$ cat src/rtl/omu_defs.svh
// Register offsets, field positions, reset values and timing figures.
`ifndef OMU_DEFS_SVH
`define OMU_DEFS_SVH

`define OMU_A_VAL_FIRST 16'ha060
`define OMU_A_VAL_LAST  16'ha06d
`define OMU_A_CAP       16'ha06f
`define OMU_A_TXALM     16'ha070
`define OMU_A_RXALM     16'ha071
`define OMU_A_TXWRN     16'ha074
`define OMU_A_RXWRN     16'ha075
`define OMU_A_CTRL      16'ha100

`define OMU_CAP_TEMP  7
`define OMU_CAP_BIAS  6
`define OMU_CAP_TXPWR 5
`define OMU_CAP_RXPWR 4
`define OMU_CAP_ALARM 3
`define OMU_CAP_WARN  2
`define OMU_CAP_LINK  1

`define OMU_STAT_MSB 3
`define OMU_STAT_LSB 2
`define OMU_CMD_MSB  1
`define OMU_CMD_LSB  0

`define OMU_CMD_RST  2'h0
`define OMU_FLAG_RST 16'h0000

`define OMU_CLK_MHZ  50
`define OMU_SLOW_MS  1000
`define OMU_MID_MS   100
`define OMU_FAST_MS  10
`define OMU_TMO_MS   1

`endif

$ cat src/rtl/omu_pkg.sv
// Types shared by the optical monitor update control block.
package omu_pkg;

	typedef enum logic [1:0] {
		OMU_S_IDLE = 2'h0,
		OMU_S_OK   = 2'h1,
		OMU_S_BUSY = 2'h2,
		OMU_S_FAIL = 2'h3
	} omu_status_t;

	typedef enum logic [1:0] {
		OMU_ST_IDLE = 2'b01,
		OMU_ST_WAIT = 2'b10
	} omu_state_t;

	typedef logic [3:0][15:0] omu_quad_t;

endpackage : omu_pkg

$ cat src/rtl/omu_top.sv
// Optical monitor update control, capability and flag registers.
`timescale 1ns/1ps
`include "omu_defs.svh"

module omu_top #(
	parameter bit CAP_TEMP  = 1'b1,
	parameter bit CAP_BIAS  = 1'b1,
	parameter bit CAP_TXPWR = 1'b1,
	parameter bit CAP_RXPWR = 1'b1,
	parameter bit CAP_ALARM = 1'b1,
	parameter bit CAP_WARN  = 1'b1,
	parameter bit CAP_LINK  = 1'b1,
	parameter int SLOW_CYC  = `OMU_SLOW_MS * 1000 * `OMU_CLK_MHZ,
	parameter int MID_CYC   = `OMU_MID_MS * 1000 * `OMU_CLK_MHZ,
	parameter int FAST_CYC  = `OMU_FAST_MS * 1000 * `OMU_CLK_MHZ,
	parameter int TMO_CYC   = `OMU_TMO_MS * 1000 * `OMU_CLK_MHZ
) (
	// Clock and reset
	input  wire logic               ref_clk,
	input  wire logic               reset_n,
	// Management register access
	input  wire logic               mgmt_wr,
	input  wire logic               mgmt_rd,
	input  wire logic [15:0]        mgmt_addr,
	input  wire logic [15:0]        mgmt_wdata,
	output logic      [15:0]        mgmt_rdata,
	output logic                    mgmt_rdata_valid,
	// Converter sample handshake
	output logic                    sample_req,
	input  wire logic               sample_done,
	input  wire logic               sample_error,
	input  wire omu_pkg::omu_quad_t adc_value,
	// Thresholds
	input  wire omu_pkg::omu_quad_t alarm_hi_thr,
	input  wire omu_pkg::omu_quad_t alarm_lo_thr,
	input  wire omu_pkg::omu_quad_t warn_hi_thr,
	input  wire omu_pkg::omu_quad_t warn_lo_thr,
	// Flags toward the link alarm logic
	output logic      [15:0]        alarm_flags,
	output logic      [15:0]        warn_flags,
	output logic      [15:0]        link_alarm_interrupt_flags
);

	// Temperature is two's complement; the other quantities are unsigned.
	function automatic logic omu_above(input logic [15:0] a,
		input logic [15:0] b, input logic is_signed);
		omu_above = is_signed ? ($signed(a) > $signed(b)) : (a > b);
	endfunction : omu_above

	// Upper byte is the transmit flag register, lower the receive one.
	function automatic logic [15:0] omu_flags(input omu_pkg::omu_quad_t v,
		input omu_pkg::omu_quad_t hi, input omu_pkg::omu_quad_t lo);
		logic [3:0] h;
		logic [3:0] l;
		h = '0;
		l = '0;
		for (int q = 0; q < 4; q++) begin
			h[q] = omu_above(v[q], hi[q], q == 0);
			l[q] = omu_above(lo[q], v[q], q == 0);
		end
		omu_flags = {h[0], l[0], 2'b00, h[1], l[1], h[2], l[2],
			h[3], l[3], 6'b00_0000};
	endfunction : omu_flags

	logic [7:0]          cap_word;
	logic                alm_on;
	omu_pkg::omu_state_t state;
	omu_pkg::omu_state_t next_state;
	omu_pkg::omu_status_t status;
	omu_pkg::omu_status_t next_status;
	logic [1:0]          cmd;
	logic [1:0]          next_cmd;
	logic                periodic;
	logic                next_periodic;
	logic                pending;
	logic                next_pending;
	logic [31:0]         timer;
	logic [31:0]         next_timer;
	logic                next_sample_req;
	omu_pkg::omu_quad_t  mon;
	omu_pkg::omu_quad_t  next_mon;
	logic [15:0]         prev_alm;
	logic [15:0]         next_prev_alm;
	logic [15:0]         prev_wrn;
	logic [15:0]         next_prev_wrn;
	logic [15:0]         next_alarm_flags;
	logic [15:0]         next_warn_flags;
	logic [15:0]         next_link_flags;
	logic [15:0]         next_rdata;
	logic [31:0]         interval;
	logic [15:0]         cond_alm;
	logic [15:0]         cond_wrn;
	logic [15:0]         val_idx;
	logic                wr_ctrl;
	logic                refresh_ok;

	assign cap_word[`OMU_CAP_TEMP]  = CAP_TEMP;
	assign cap_word[`OMU_CAP_BIAS]  = CAP_BIAS;
	assign cap_word[`OMU_CAP_TXPWR] = CAP_TXPWR;
	assign cap_word[`OMU_CAP_RXPWR] = CAP_RXPWR;
	assign alm_on = CAP_ALARM | CAP_LINK;
	assign cap_word[`OMU_CAP_ALARM] = alm_on;
	assign cap_word[`OMU_CAP_WARN]  = CAP_WARN;
	assign cap_word[`OMU_CAP_LINK]  = CAP_LINK;
	assign cap_word[0]              = 1'b0;

	assign wr_ctrl    = mgmt_wr && (mgmt_addr == `OMU_A_CTRL);
	assign refresh_ok = (state == omu_pkg::OMU_ST_WAIT) && sample_done
		&& !sample_error;
	assign val_idx    = mgmt_addr - `OMU_A_VAL_FIRST;

	assign cond_alm = alm_on ? omu_flags(adc_value, alarm_hi_thr,
		alarm_lo_thr) : '0;
	assign cond_wrn = CAP_WARN ? omu_flags(adc_value, warn_hi_thr,
		warn_lo_thr) : '0;

	always_comb begin
		unique case (cmd)
			2'h1:    interval = 32'(SLOW_CYC - 1);
			2'h2:    interval = 32'(MID_CYC - 1);
			default: interval = 32'(FAST_CYC - 1);
		endcase
	end

	always_comb begin
		next_state       = state;
		next_status      = status;
		next_cmd         = cmd;
		next_periodic    = periodic;
		next_pending     = pending;
		next_timer       = timer;
		next_sample_req  = 1'b0;
		next_mon         = mon;
		next_prev_alm    = prev_alm;
		next_prev_wrn    = prev_wrn;
		next_alarm_flags = alarm_flags;
		next_warn_flags  = warn_flags;
		unique case (state)
			omu_pkg::OMU_ST_IDLE: begin
				if (pending) begin
					next_state      = omu_pkg::OMU_ST_WAIT;
					next_status     = omu_pkg::OMU_S_BUSY;
					next_sample_req = 1'b1;
					next_pending    = 1'b0;
					next_timer      = '0;
				end else if (periodic) begin
					if (timer >= interval) begin
						next_pending = 1'b1;
						next_timer   = '0;
					end else begin
						next_timer = timer + 32'h1;
					end
				end
			end
			omu_pkg::OMU_ST_WAIT: begin
				next_timer = timer + 32'h1;
				if (sample_done && !sample_error) begin
					next_state    = omu_pkg::OMU_ST_IDLE;
					next_status   = omu_pkg::OMU_S_OK;
					next_timer    = '0;
					next_mon      = adc_value;
					next_prev_alm = cond_alm;
					next_prev_wrn = cond_wrn;
					next_alarm_flags = cond_alm & prev_alm;
					next_warn_flags  = cond_wrn & prev_wrn;
				end else if (sample_done || timer >= 32'(TMO_CYC - 1)) begin
					next_state    = omu_pkg::OMU_ST_IDLE;
					next_status   = omu_pkg::OMU_S_FAIL;
					next_periodic = 1'b0;
					next_timer    = '0;
				end
			end
		endcase
		if (wr_ctrl) begin
			next_cmd     = mgmt_wdata[`OMU_CMD_MSB:`OMU_CMD_LSB];
			next_pending = 1'b1;
			if (state == omu_pkg::OMU_ST_IDLE) begin
				next_timer = '0;
			end
			next_periodic = (mgmt_wdata[`OMU_CMD_MSB:`OMU_CMD_LSB] != 2'h0);
		end
		next_link_flags = CAP_LINK ? next_alarm_flags : '0;
	end

	// Unmapped or reserved addresses read as zero.
	always_comb begin
		next_rdata = '0;
		if (mgmt_addr >= `OMU_A_VAL_FIRST &&
			mgmt_addr <= `OMU_A_VAL_LAST) begin
			unique case (val_idx[3:1])
				3'h0:    next_rdata[7:0] = val_idx[0] ? mon[0][7:0]
					: mon[0][15:8];
				3'h2:    next_rdata[7:0] = val_idx[0] ? mon[1][7:0]
					: mon[1][15:8];
				3'h3:    next_rdata[7:0] = val_idx[0] ? mon[2][7:0]
					: mon[2][15:8];
				3'h4:    next_rdata[7:0] = val_idx[0] ? mon[3][7:0]
					: mon[3][15:8];
				default: next_rdata = '0;
			endcase
		end else begin
			unique case (mgmt_addr)
				`OMU_A_CAP:   next_rdata[7:0] = cap_word;
				`OMU_A_TXALM: next_rdata[7:0] = alarm_flags[15:8];
				`OMU_A_RXALM: next_rdata[7:0] = alarm_flags[7:0];
				`OMU_A_TXWRN: next_rdata[7:0] = warn_flags[15:8];
				`OMU_A_RXWRN: next_rdata[7:0] = warn_flags[7:0];
				`OMU_A_CTRL: begin
					next_rdata[`OMU_STAT_MSB:`OMU_STAT_LSB] = status;
					next_rdata[`OMU_CMD_MSB:`OMU_CMD_LSB]   = cmd;
				end
				default:      next_rdata = '0;
			endcase
		end
	end

	always_ff @(posedge ref_clk or negedge reset_n) begin
		if (!reset_n) begin
			state            <= omu_pkg::OMU_ST_IDLE;
			status           <= omu_pkg::OMU_S_IDLE;
			cmd              <= `OMU_CMD_RST;
			periodic         <= 1'b0;
			pending          <= 1'b0;
			timer            <= '0;
			sample_req       <= 1'b0;
			mon              <= '0;
			prev_alm         <= `OMU_FLAG_RST;
			prev_wrn         <= `OMU_FLAG_RST;
			alarm_flags      <= `OMU_FLAG_RST;
			warn_flags       <= `OMU_FLAG_RST;
			link_alarm_interrupt_flags <= `OMU_FLAG_RST;
			mgmt_rdata       <= '0;
			mgmt_rdata_valid <= 1'b0;
		end else begin
			state            <= next_state;
			status           <= next_status;
			cmd              <= next_cmd;
			periodic         <= next_periodic;
			pending          <= next_pending;
			timer            <= next_timer;
			sample_req       <= next_sample_req;
			mon              <= next_mon;
			prev_alm         <= next_prev_alm;
			prev_wrn         <= next_prev_wrn;
			alarm_flags      <= next_alarm_flags;
			warn_flags       <= next_warn_flags;
			link_alarm_interrupt_flags <= next_link_flags;
			mgmt_rdata       <= mgmt_rd ? next_rdata : mgmt_rdata;
			mgmt_rdata_valid <= mgmt_rd;
		end
	end
endmodule : omu_top

$ cat config.mk
export PLATFORM = sky130hd
export DESIGN_NAME = omu_top
export DESIGN_NICKNAME = d
export VERILOG_FILES = /design/src/rtl/omu_pkg.sv /design/src/rtl/omu_top.sv
export VERILOG_INCLUDE_DIRS = /design/src /design/src/rtl
export SDC_FILE = /design/constraint.sdc
export NUM_CORES = 1
export LEC_CHECK = 0
export BUFFER_PORTS_ARGS = -buffer_cell sky130_fd_sc_hd__buf_4
export CORE_UTILIZATION = 53
export CTS_CLUSTER_DIAMETER = 120
export DETAILED_ROUTE_END_ITERATION = 6
export PLACE_DENSITY = 0.82
export SYNTH_ARGS = -nofsm -noshare
export SYNTH_HDL_FRONTEND = slang
export SYNTH_SLANG_ARGS = --single-unit
$ cat constraint.sdc
create_clock -name ref_clk -period 4.2 [get_ports ref_clk]
set_clock_uncertainty 0.15 [all_clocks]
set_input_delay 0 -clock ref_clk [delete_from_list [all_inputs] [get_ports ref_clk]]
set_output_delay 0 -clock ref_clk [all_outputs]
set_load 0.005 [all_outputs]
==> run_results.csv, run 1 <==
group,metric,value,unit
outcome,outcome,"finished with violations",
outcome,failed_checks,"negative hold slack",
clocking,htreeDepth,4,
setup_path,worstPathMaxFanout,23,
floorplan,core-area,25400,sq um
timing,period_minus_slack,3.58,ns
layout,stdcell_count,2428,
place,placed_cells,2298,
layout,finalNetCount,2716,
timing,slew_headroom,34.7,%
power_and_ir_drop,p_comb_share,37.5,%
layout,mostFrequentLayoutCell,"buf_4",
power_and_ir_drop,ir_worst_vdd,0.343,mV
drt,wirelength,45400,um
logic_synthesis,synth_top_area_share,26.2,%
timing,rsz0062_at_grt,"false",
power_and_ir_drop,clock_power_share,25.7,%
layout,area_growth,32.9,%
setup_path,startpoint_type,"register",
setup_path,worstSetupEndpointType,"register",
place,portBuffers,377,
clocking,clkTransAtPathRegs,0.06,ns
logic_synthesis,synthCells,1632,
floorplan,die_y,164,um
logic_synthesis,ys_warn_count,0,
setup_path,crit_buf_inv,3,
place,dp_hpwl,36200,um
logic_synthesis,synthAdderAreaFrac,24.8,%
logic_synthesis,synth-seq-cells,146,
timing,worst_hold_slack,-0.0134,ns
floorplan,die_area,26800,sq um
setup_path,cp.depth,12,
power_and_ir_drop,powerDensity,330,nW/um^2
drt,firstDrtPassIters,6,
logic_synthesis,ys_types,72,
logic_synthesis,synth_area_per_cell,8.48,sq um
place,dpl_cell_area,16800,sq um
clocking,clockBufferDepth,2,
drt,drc,0,
layout,final_cell_mix,"buf_4 (381), ha_1 (274), inv_1 (223)",
timing,setup_tns,0,ns
layout,drive_gt1_share,20.6,%
clocking,clkLatencyLatePin,0.43,ns
clocking,clock-sinks,146,
global_routing,gr-total-overflow,0,
job,drv_cap,0,
timing,final_hold_viol_count,6,
logic_synthesis,syn_area,13800,sq um
drt,dr.first_iter.drc_count,1075,
setup_path,arrival,3.76,ns
setup_path,path_class,"register to register",
power_and_ir_drop,pwr-share-seq,36.8,%
power_and_ir_drop,swShare,35.8,%
global_routing,track_usage,34.1,%
place,gp_congestion,0.955,
setup_path,r2r_end,"timer[13]",
setup_path,r2r_cells,12,
logic_synthesis,seq_area_frac_synth,26.4,%
timing,fmax,279,MHz
setup_path,cp_slowest_cell,"a221o_1",
layout,multi_input_area,9020,sq um
setup_path,cp_data_required_time,4.38,ns
drt,viasPerCell,5.78,
layout,nFillCells,1935,
clocking,cts_buffers,17,
logic_synthesis,synth_flop_cell,"dfrtp_1",
drt,vias,14000,
drt,post_drt_wl_per_cell,18.7,um
layout,fin_area,18400,sq um
power_and_ir_drop,p_switching,2.18,mW
clocking,cts_resized,0,
logic_synthesis,synthArstFlopShare,100,%
floorplan,start_util,54.5,%
floorplan,die_w,164,um
logic_synthesis,synthMuxAreaShare,2.77,%
logic_synthesis,synth_top_family_by_area,"adder cells",
timing,final_max_slew_viol_count,0,
global_routing,grt_pass1_vias,14500,
setup_path,r2r-start,"cmd[1]",
setup_path,crit_path_max_incr_delay,0.47,ns
logic_synthesis,synth-simple-area-share,16.2,%
min_path,hp-class,"input pin to async pin",
logic_synthesis,synth-edff-count,0,
power_and_ir_drop,p_int,3.89,mW
global_routing,grt_pass1_wl,70900,um
setup_path,ff2ff_setup_slack,0.62,ns
layout,utilization,72.4,%
global_routing,grt_max_degree,89,
drt,ant_nets,0,
clocking,ctsRootBufferMaster,"clkbuf_16",
logic_synthesis,synth_compound_area_share,20.2,%
setup_path,crit_family,"compound AO/OA/AOI/OAI gates",
floorplan,rows,58,
timing,fin_crit_sh,85.3,%
global_routing,antenna_found_initial,1,
logic_synthesis,synth.area.top_cells,"dfrtp_1 (26%), ha_1 (25%), inv_1 (6.0%), a21o_1 (4.1%), o21ai_0 (4.1%)",
floorplan,ios,424,
power_and_ir_drop,p_leak,10.1,nW
setup_path,cp_cell_sequence,"inv_1 > ha_1 > inv_1 > ha_1 > a21o_1 > a21o_1 > a211o_1 > a221o_1 > nor4_4 > buf_4 > o2111ai_1 > a211oi_1",
layout,regArea,3650,sq um
logic_synthesis,synth_area_leader_cell,"dfrtp_1",
timing,final-setup-viol-count,0,
clocking,tritoncts,"built",
power_and_ir_drop,power,6.07,mW
timing,tightestPinTransition,0.970,ns
logic_synthesis,synth_xor_area_share,0.253,%
-- routing by layer --
layer	share of wire (%)	track usage (%)	wire length, um
met1	40	39.6	18000
met2	50	59.7	22700
met3	5.7	6.20	2580
met4	4.8	17.2	2190
met5	0	0	0
-- worst reg2reg max path: cells and delay by family, from the launching register on --
family	cells	cell delay [ns]
buf+inv	3	0.61
compound gates	6	1.53
simple gates	1	0.28
flops	1	0.41
fa+ha+maj	2	0.53
-- timing repair --
item,4_1_cts,5_1_grt
hold buffers,97,0
endpoints found under the setup margin,0,0
hold endpoints to repair,177,0
buffers inserted,0,0
-- state kept, by name, summed over array words and instances (netlist names) --
register	cells
mon	64
timer	32
link_alarm_interrupt_flags	8
mgmt_rdata	8
prev_alm	8
prev_wrn	8
warn_flags	8
cmd	2
state	2
status	2
mgmt_rdata_valid	1
pending	1
periodic	1
sample_req	1
-- cell usage after synthesis, drive strengths merged (17+ instances only) --
| library cell | count |
|---|---|
| nand3 | 33 |
| nand2 | 135 |
| o31ai | 17 |
| mux2i | 36 |
| a21oi | 66 |
| o21ai | 120 |
| nor2b | 26 |
| o22ai | 30 |
| dfrtp | 145 |
| a21o | 76 |
| buf | 47 |
| nor3 | 20 |
| a31oi | 17 |
| inv | 224 |
| nor2 | 72 |
| ha | 274 |
| clkbuf | 31 |
| nand4 | 65 |
| o21a | 32 |
-- layout make-up --
cell class / count / share of cell area [%]
diodes: 1 / 0.0136
clock buffers: 20 / 2.43
clock inverters: 12 / 0.843
inverters: 224 / 4.57
multi-input cells: 1215 / 49.0
flip-flops and latches: 146 / 19.9
well taps: 330 / 2.24
repair buffers: 480 / 21.0
-- power groups by stage --
| stage | Sequential, mW | Clock (mW) | Combinational, mW |
|---|---|---|---|
| 2_1_floorplan | 2.11 | 0 | 1.32 |
| 3_3_place_gp | 2.22 | 0 | 2.06 |
| 3_5_place_dp | 2.23 | 0 | 2.15 |
| 4_1_cts | 2.22 | 1.57 | 2.25 |
| 5_1_grt | 2.28 | 1.63 | 2.54 |
| 6_report | 2.23 | 1.56 | 2.28 |
-- metrics by stage --
step | setup slack, ns | hold slack [ns]
global route | 0.324 | 0.0332
CTS | 0.638 | 0.000631
floorplan | 1.04 | -0.446
global placement | 0.709 | -0.116
finish | 0.617 | -0.0134
detailed placement | 0.655 | -0.117
-- kinds of logic after synthesis --
kind of cell               count (synthesis)
DFF                                      146
muxes                                     38
adders and majority gates                274
xor gates and xnor gates                   4
buffers and inverters                    302
other                                      1
AOI/OAI and AO/OA                        430
and+or+nand+nor                          437
-- how the worst max path moves through the flow --
| stage | startpoint | end | slack, ns |
|---|---|---|---|
| 2_1_floorplan | cmd[1] | timer[1] | 1.04 |
| 3_3_place_gp | cmd[1] | timer[1] | 0.71 |
| 3_5_place_dp | cmd[1] | timer[12] | 0.65 |
| 4_1_cts | cmd[1] | timer[1] | 0.64 |
| 5_1_grt | cmd[1] | timer[1] | 0.32 |
| 6_report | cmd[1] | timer[13] | 0.62 |
No activity file was read; power rests on OpenSTA's default activity.
==> run 2, diff against run 1 <==
--- a/config.mk
+++ b/config.mk
@@ -6,11 +6,12 @@
 export SDC_FILE = /design/constraint.sdc
 export NUM_CORES = 1
 export LEC_CHECK = 0
+export ABC_AREA = 1
 export BUFFER_PORTS_ARGS = -buffer_cell sky130_fd_sc_hd__buf_4
-export CORE_UTILIZATION = 53
+export CORE_UTILIZATION = 54
 export CTS_CLUSTER_DIAMETER = 120
 export DETAILED_ROUTE_END_ITERATION = 6
-export PLACE_DENSITY = 0.82
+export PLACE_DENSITY = 0.83
 export SYNTH_ARGS = -nofsm -noshare
 export SYNTH_HDL_FRONTEND = slang
 export SYNTH_SLANG_ARGS = --single-unit
==> run 2 against run 1 <==
Compared with the run above: the flow finishes with violations (design-rule violations); register-to-register slack better by 0.45 ns; cell count rose by 18%; first-iteration DRC count increased by 11%; non-clock buffer count rose by 2; critical path depth grew 3; sequential power barely moved; area after synthesis rose by 6.0%; cell area is 4.7% higher.
==> run_results.csv, run 2 <==
group,metric,value,unit
logic_synthesis,synth-edff-count,0,
power_and_ir_drop,p_int,3.93,mW
timing,fin_crit_sh,74.6,%
timing,fmax,319,MHz
timing,setup_tns,0,ns
global_routing,track_usage,35.3,%
drt,drc,2,
place,dpl_cell_area,17600,sq um
floorplan,die_area,27800,sq um
clocking,cts_resized,0,
global_routing,grt_pass1_vias,16000,
power_and_ir_drop,p_comb_share,35.4,%
place,gp_congestion,0.948,
job,drv_cap,0,
layout,area_growth,31.2,%
setup_path,path_class,"register to register",
layout,reg_top3,"mon x64, timer x32",
timing,final_hold_viol_count,0,
timing,worst_hold_slack,0.00294,ns
power_and_ir_drop,pwr-share-seq,36.8,%
logic_synthesis,synth-simple-area-share,25.7,%
logic_synthesis,synth_top_family_by_area,"simple AND/OR/NAND/NOR gates",
floorplan,rows,59,
power_and_ir_drop,power,6.11,mW
power_and_ir_drop,p_leak,10.7,nW
layout,drive_gt1_share,18.4,%
setup_path,worstPathMaxFanout,17,
global_routing,antenna_found_initial,6,
floorplan,ios,424,
logic_synthesis,synthArstFlopShare,100,%
logic_synthesis,syn_area,14700,sq um
global_routing,grt_max_degree,91,
setup_path,cp_data_required_time,4.41,ns
floorplan,start_util,55.7,%
clocking,htreeDepth,4,
clocking,cts_setup_buffers,0,
layout,final_cell_mix,"nand2_1 (529), buf_4 (384), inv_1 (296)",
power_and_ir_drop,ir_worst_vdd,0.308,mV
layout,mostFrequentLayoutCell,"nand2_1",
drt,dr.first_iter.drc_count,1189,
timing,rsz0062_at_grt,"false",
clocking,ctsRootBufferMaster,"clkbuf_16",
layout,top_register,"mon",
layout,largest_reg_flops,64,
min_path,hp-class,"input pin to register",
global_routing,grt_pass1_wl,78200,um
logic_synthesis,ys_warn_count,0,
layout,fin_area,19300,sq um
drt,vias,16000,
layout,finalNetCount,3152,
outcome,outcome,"finished with violations",
logic_synthesis,seq_area_frac_synth,24.9,%
logic_synthesis,ys_types,52,
logic_synthesis,synth-seq-cells,146,
power_and_ir_drop,p_switching,2.18,mW
clocking,cts_buffers,17,
drt,wirelength,49100,um
clocking,holdBufCountCts,96,
logic_synthesis,synth_xor_area_share,0.716,%
power_and_ir_drop,powerDensity,317,nW/um^2
power_and_ir_drop,swShare,35.7,%
setup_path,worstSetupEndpointType,"register",
drt,viasPerCell,5.57,
timing,tightestPinTransition,0.877,ns
power_and_ir_drop,clock_power_share,27.8,%
outcome,failed_checks,"design-rule violations",
logic_synthesis,synthCells,2073,
drt,firstDrtPassIters,7,
logic_synthesis,synth.most_common_cell,"nand2_1",
timing,slew_headroom,41.6,%
setup_path,startpoint_type,"register",
place,portBuffers,377,
clocking,clock-sinks,146,
drt,ant_nets,0,
logic_synthesis,synth_flop_cell,"dfrtp_1",
logic_synthesis,synth_area_per_cell,7.08,sq um
logic_synthesis,synth.area.top_cells,"dfrtp_1 (25%), ha_1 (23%), nand2_1 (14%), inv_1 (7.6%), a21oi_1 (6.3%)",
logic_synthesis,synth_area_leader_cell,"dfrtp_1",
clocking,clkLatencyLatePin,0.43,ns
layout,nFillCells,2008,
logic_synthesis,synthMuxAreaShare,0,%
global_routing,gr-total-overflow,0,
clocking,clkTransAtPathRegs,0.06,ns
drt,post_drt_wl_per_cell,17.1,um
floorplan,die_w,167,um
timing,period_minus_slack,3.13,ns
logic_synthesis,synthAdderAreaFrac,23.4,%
timing,final_max_slew_viol_count,0,
logic_synthesis,synth_compound_area_share,13.9,%
timing,final-setup-viol-count,0,
setup_path,arrival,3.34,ns
logic_synthesis,synth_top_area_share,24.7,%
floorplan,die_y,167,um
clocking,tritoncts,"built",
place,dp_hpwl,38500,um
logic_synthesis,ys_top_cells_by_count,"nand2_1 (530), inv_1 (296), ha_1 (274)",
clocking,clockBufferDepth,2,
floorplan,core-area,26400,sq um
-- run 2: cell types whose count changed in the layout (fill, tap and decap cells not counted), sizes merged, moves of 14 or more --
cell | before | now
inv | 226 | 311
mux2i | 36 | 0
nor2 | 72 | 119
a21oi | 66 | 188
nand2b | 14 | 0
nand4 | 65 | 37
nand2 | 135 | 537
o22ai | 30 | 0
nor2b | 26 | 0
nand3 | 33 | 124
and3 | 14 | 0
a21o | 76 | 3
o21a | 32 | 2
-- run 2: power groups by stage --
stage	registers [mW]	clock network [mW]	logic, mW
after floorplan	2.12	0	1.24
after global routing	2.30	1.76	2.44
after global placement	2.24	0	1.94
after detailed placement	2.25	0	2.03
final	2.25	1.70	2.16
after CTS	2.23	1.70	2.13
-- run 2: stage by stage --
stage | std cells | setup slack, ns | utilization (%)
floorplan | 2104 | 1.88 | -
global placement | 2740 | 1.16 | 66.9
detailed placement | 2740 | 1.09 | 66.9
CTS | 2868 | 1.05 | 73.0
global route | 2874 | 0.820 | 73.1
finish | 2874 | 1.07 | 73.1
-- run 2: critical path: stages, from the launching register on --
cell and delay [ns]:
dfrtp_1 0.40, inv_1 0.12, ha_1 0.23, inv_1 0.20, ha_1 0.35, nand2_1 0.08
nor2_1 0.05, a21oi_1 0.16, nand3_2 0.13, a21oi_4 0.47, nand2_2 0.29, inv_1 0.15
nand2_1 0.06, nand2_1 0.06, nand2_1 0.05, nor2_1 0.08
-- run 2: path summary, 6_finish.rpt --
check                                start        endpoint  slack [ns]  cells past startpoint
max                                 cmd[1]       timer[22]        1.07                     15
min                        warn_hi_thr[15]    prev_wrn[15]       0.003                      6
max reg2reg                         cmd[1]       timer[22]        1.07                     15
min reg2reg                   prev_alm[15]    prev_alm[15]        0.33                      2
max in group asynchronous          reset_n         mon[35]        2.49                      4
min in group asynchronous          reset_n  warn_flags[14]        0.42                      3
-- run 2: cell families (layout without fill, tap and decap cells) --
kind of cell	Yosys count	in the layout
other	1	38
flip-flops	146	146
AO/OA/AOI/OAI	370	370
adder cells (fa/ha/maj)	274	274
AND/OR/NAND/NOR	874	874
XOR/XNOR	12	12
buffers and inverters	396	825
-- run 2: area by class of cell --
class	instances	area, sq um	area share [%]
repair buffers	482	3880	20.2
clock inverters	11	200	1.04
clock buffers	21	450	2.34
diodes	6	15.0	0.0780
multi-input cells	1562	9470	49.2
well taps	335	419	2.18
inverters	311	1170	6.06
flip-flops and latches	146	3650	19.0
-- run 2: per-layer routing --
metal / GRT usage, % / up-vias / wire (um)
met1: 40.6 / 7374 / 19000
met3: 5.77 / 188 / 3110
li1: - / 7707 / -
met4: 21.4 / 0 / 2950
met5: 0 / - / 0
met2: 61.6 / 732 / 24100
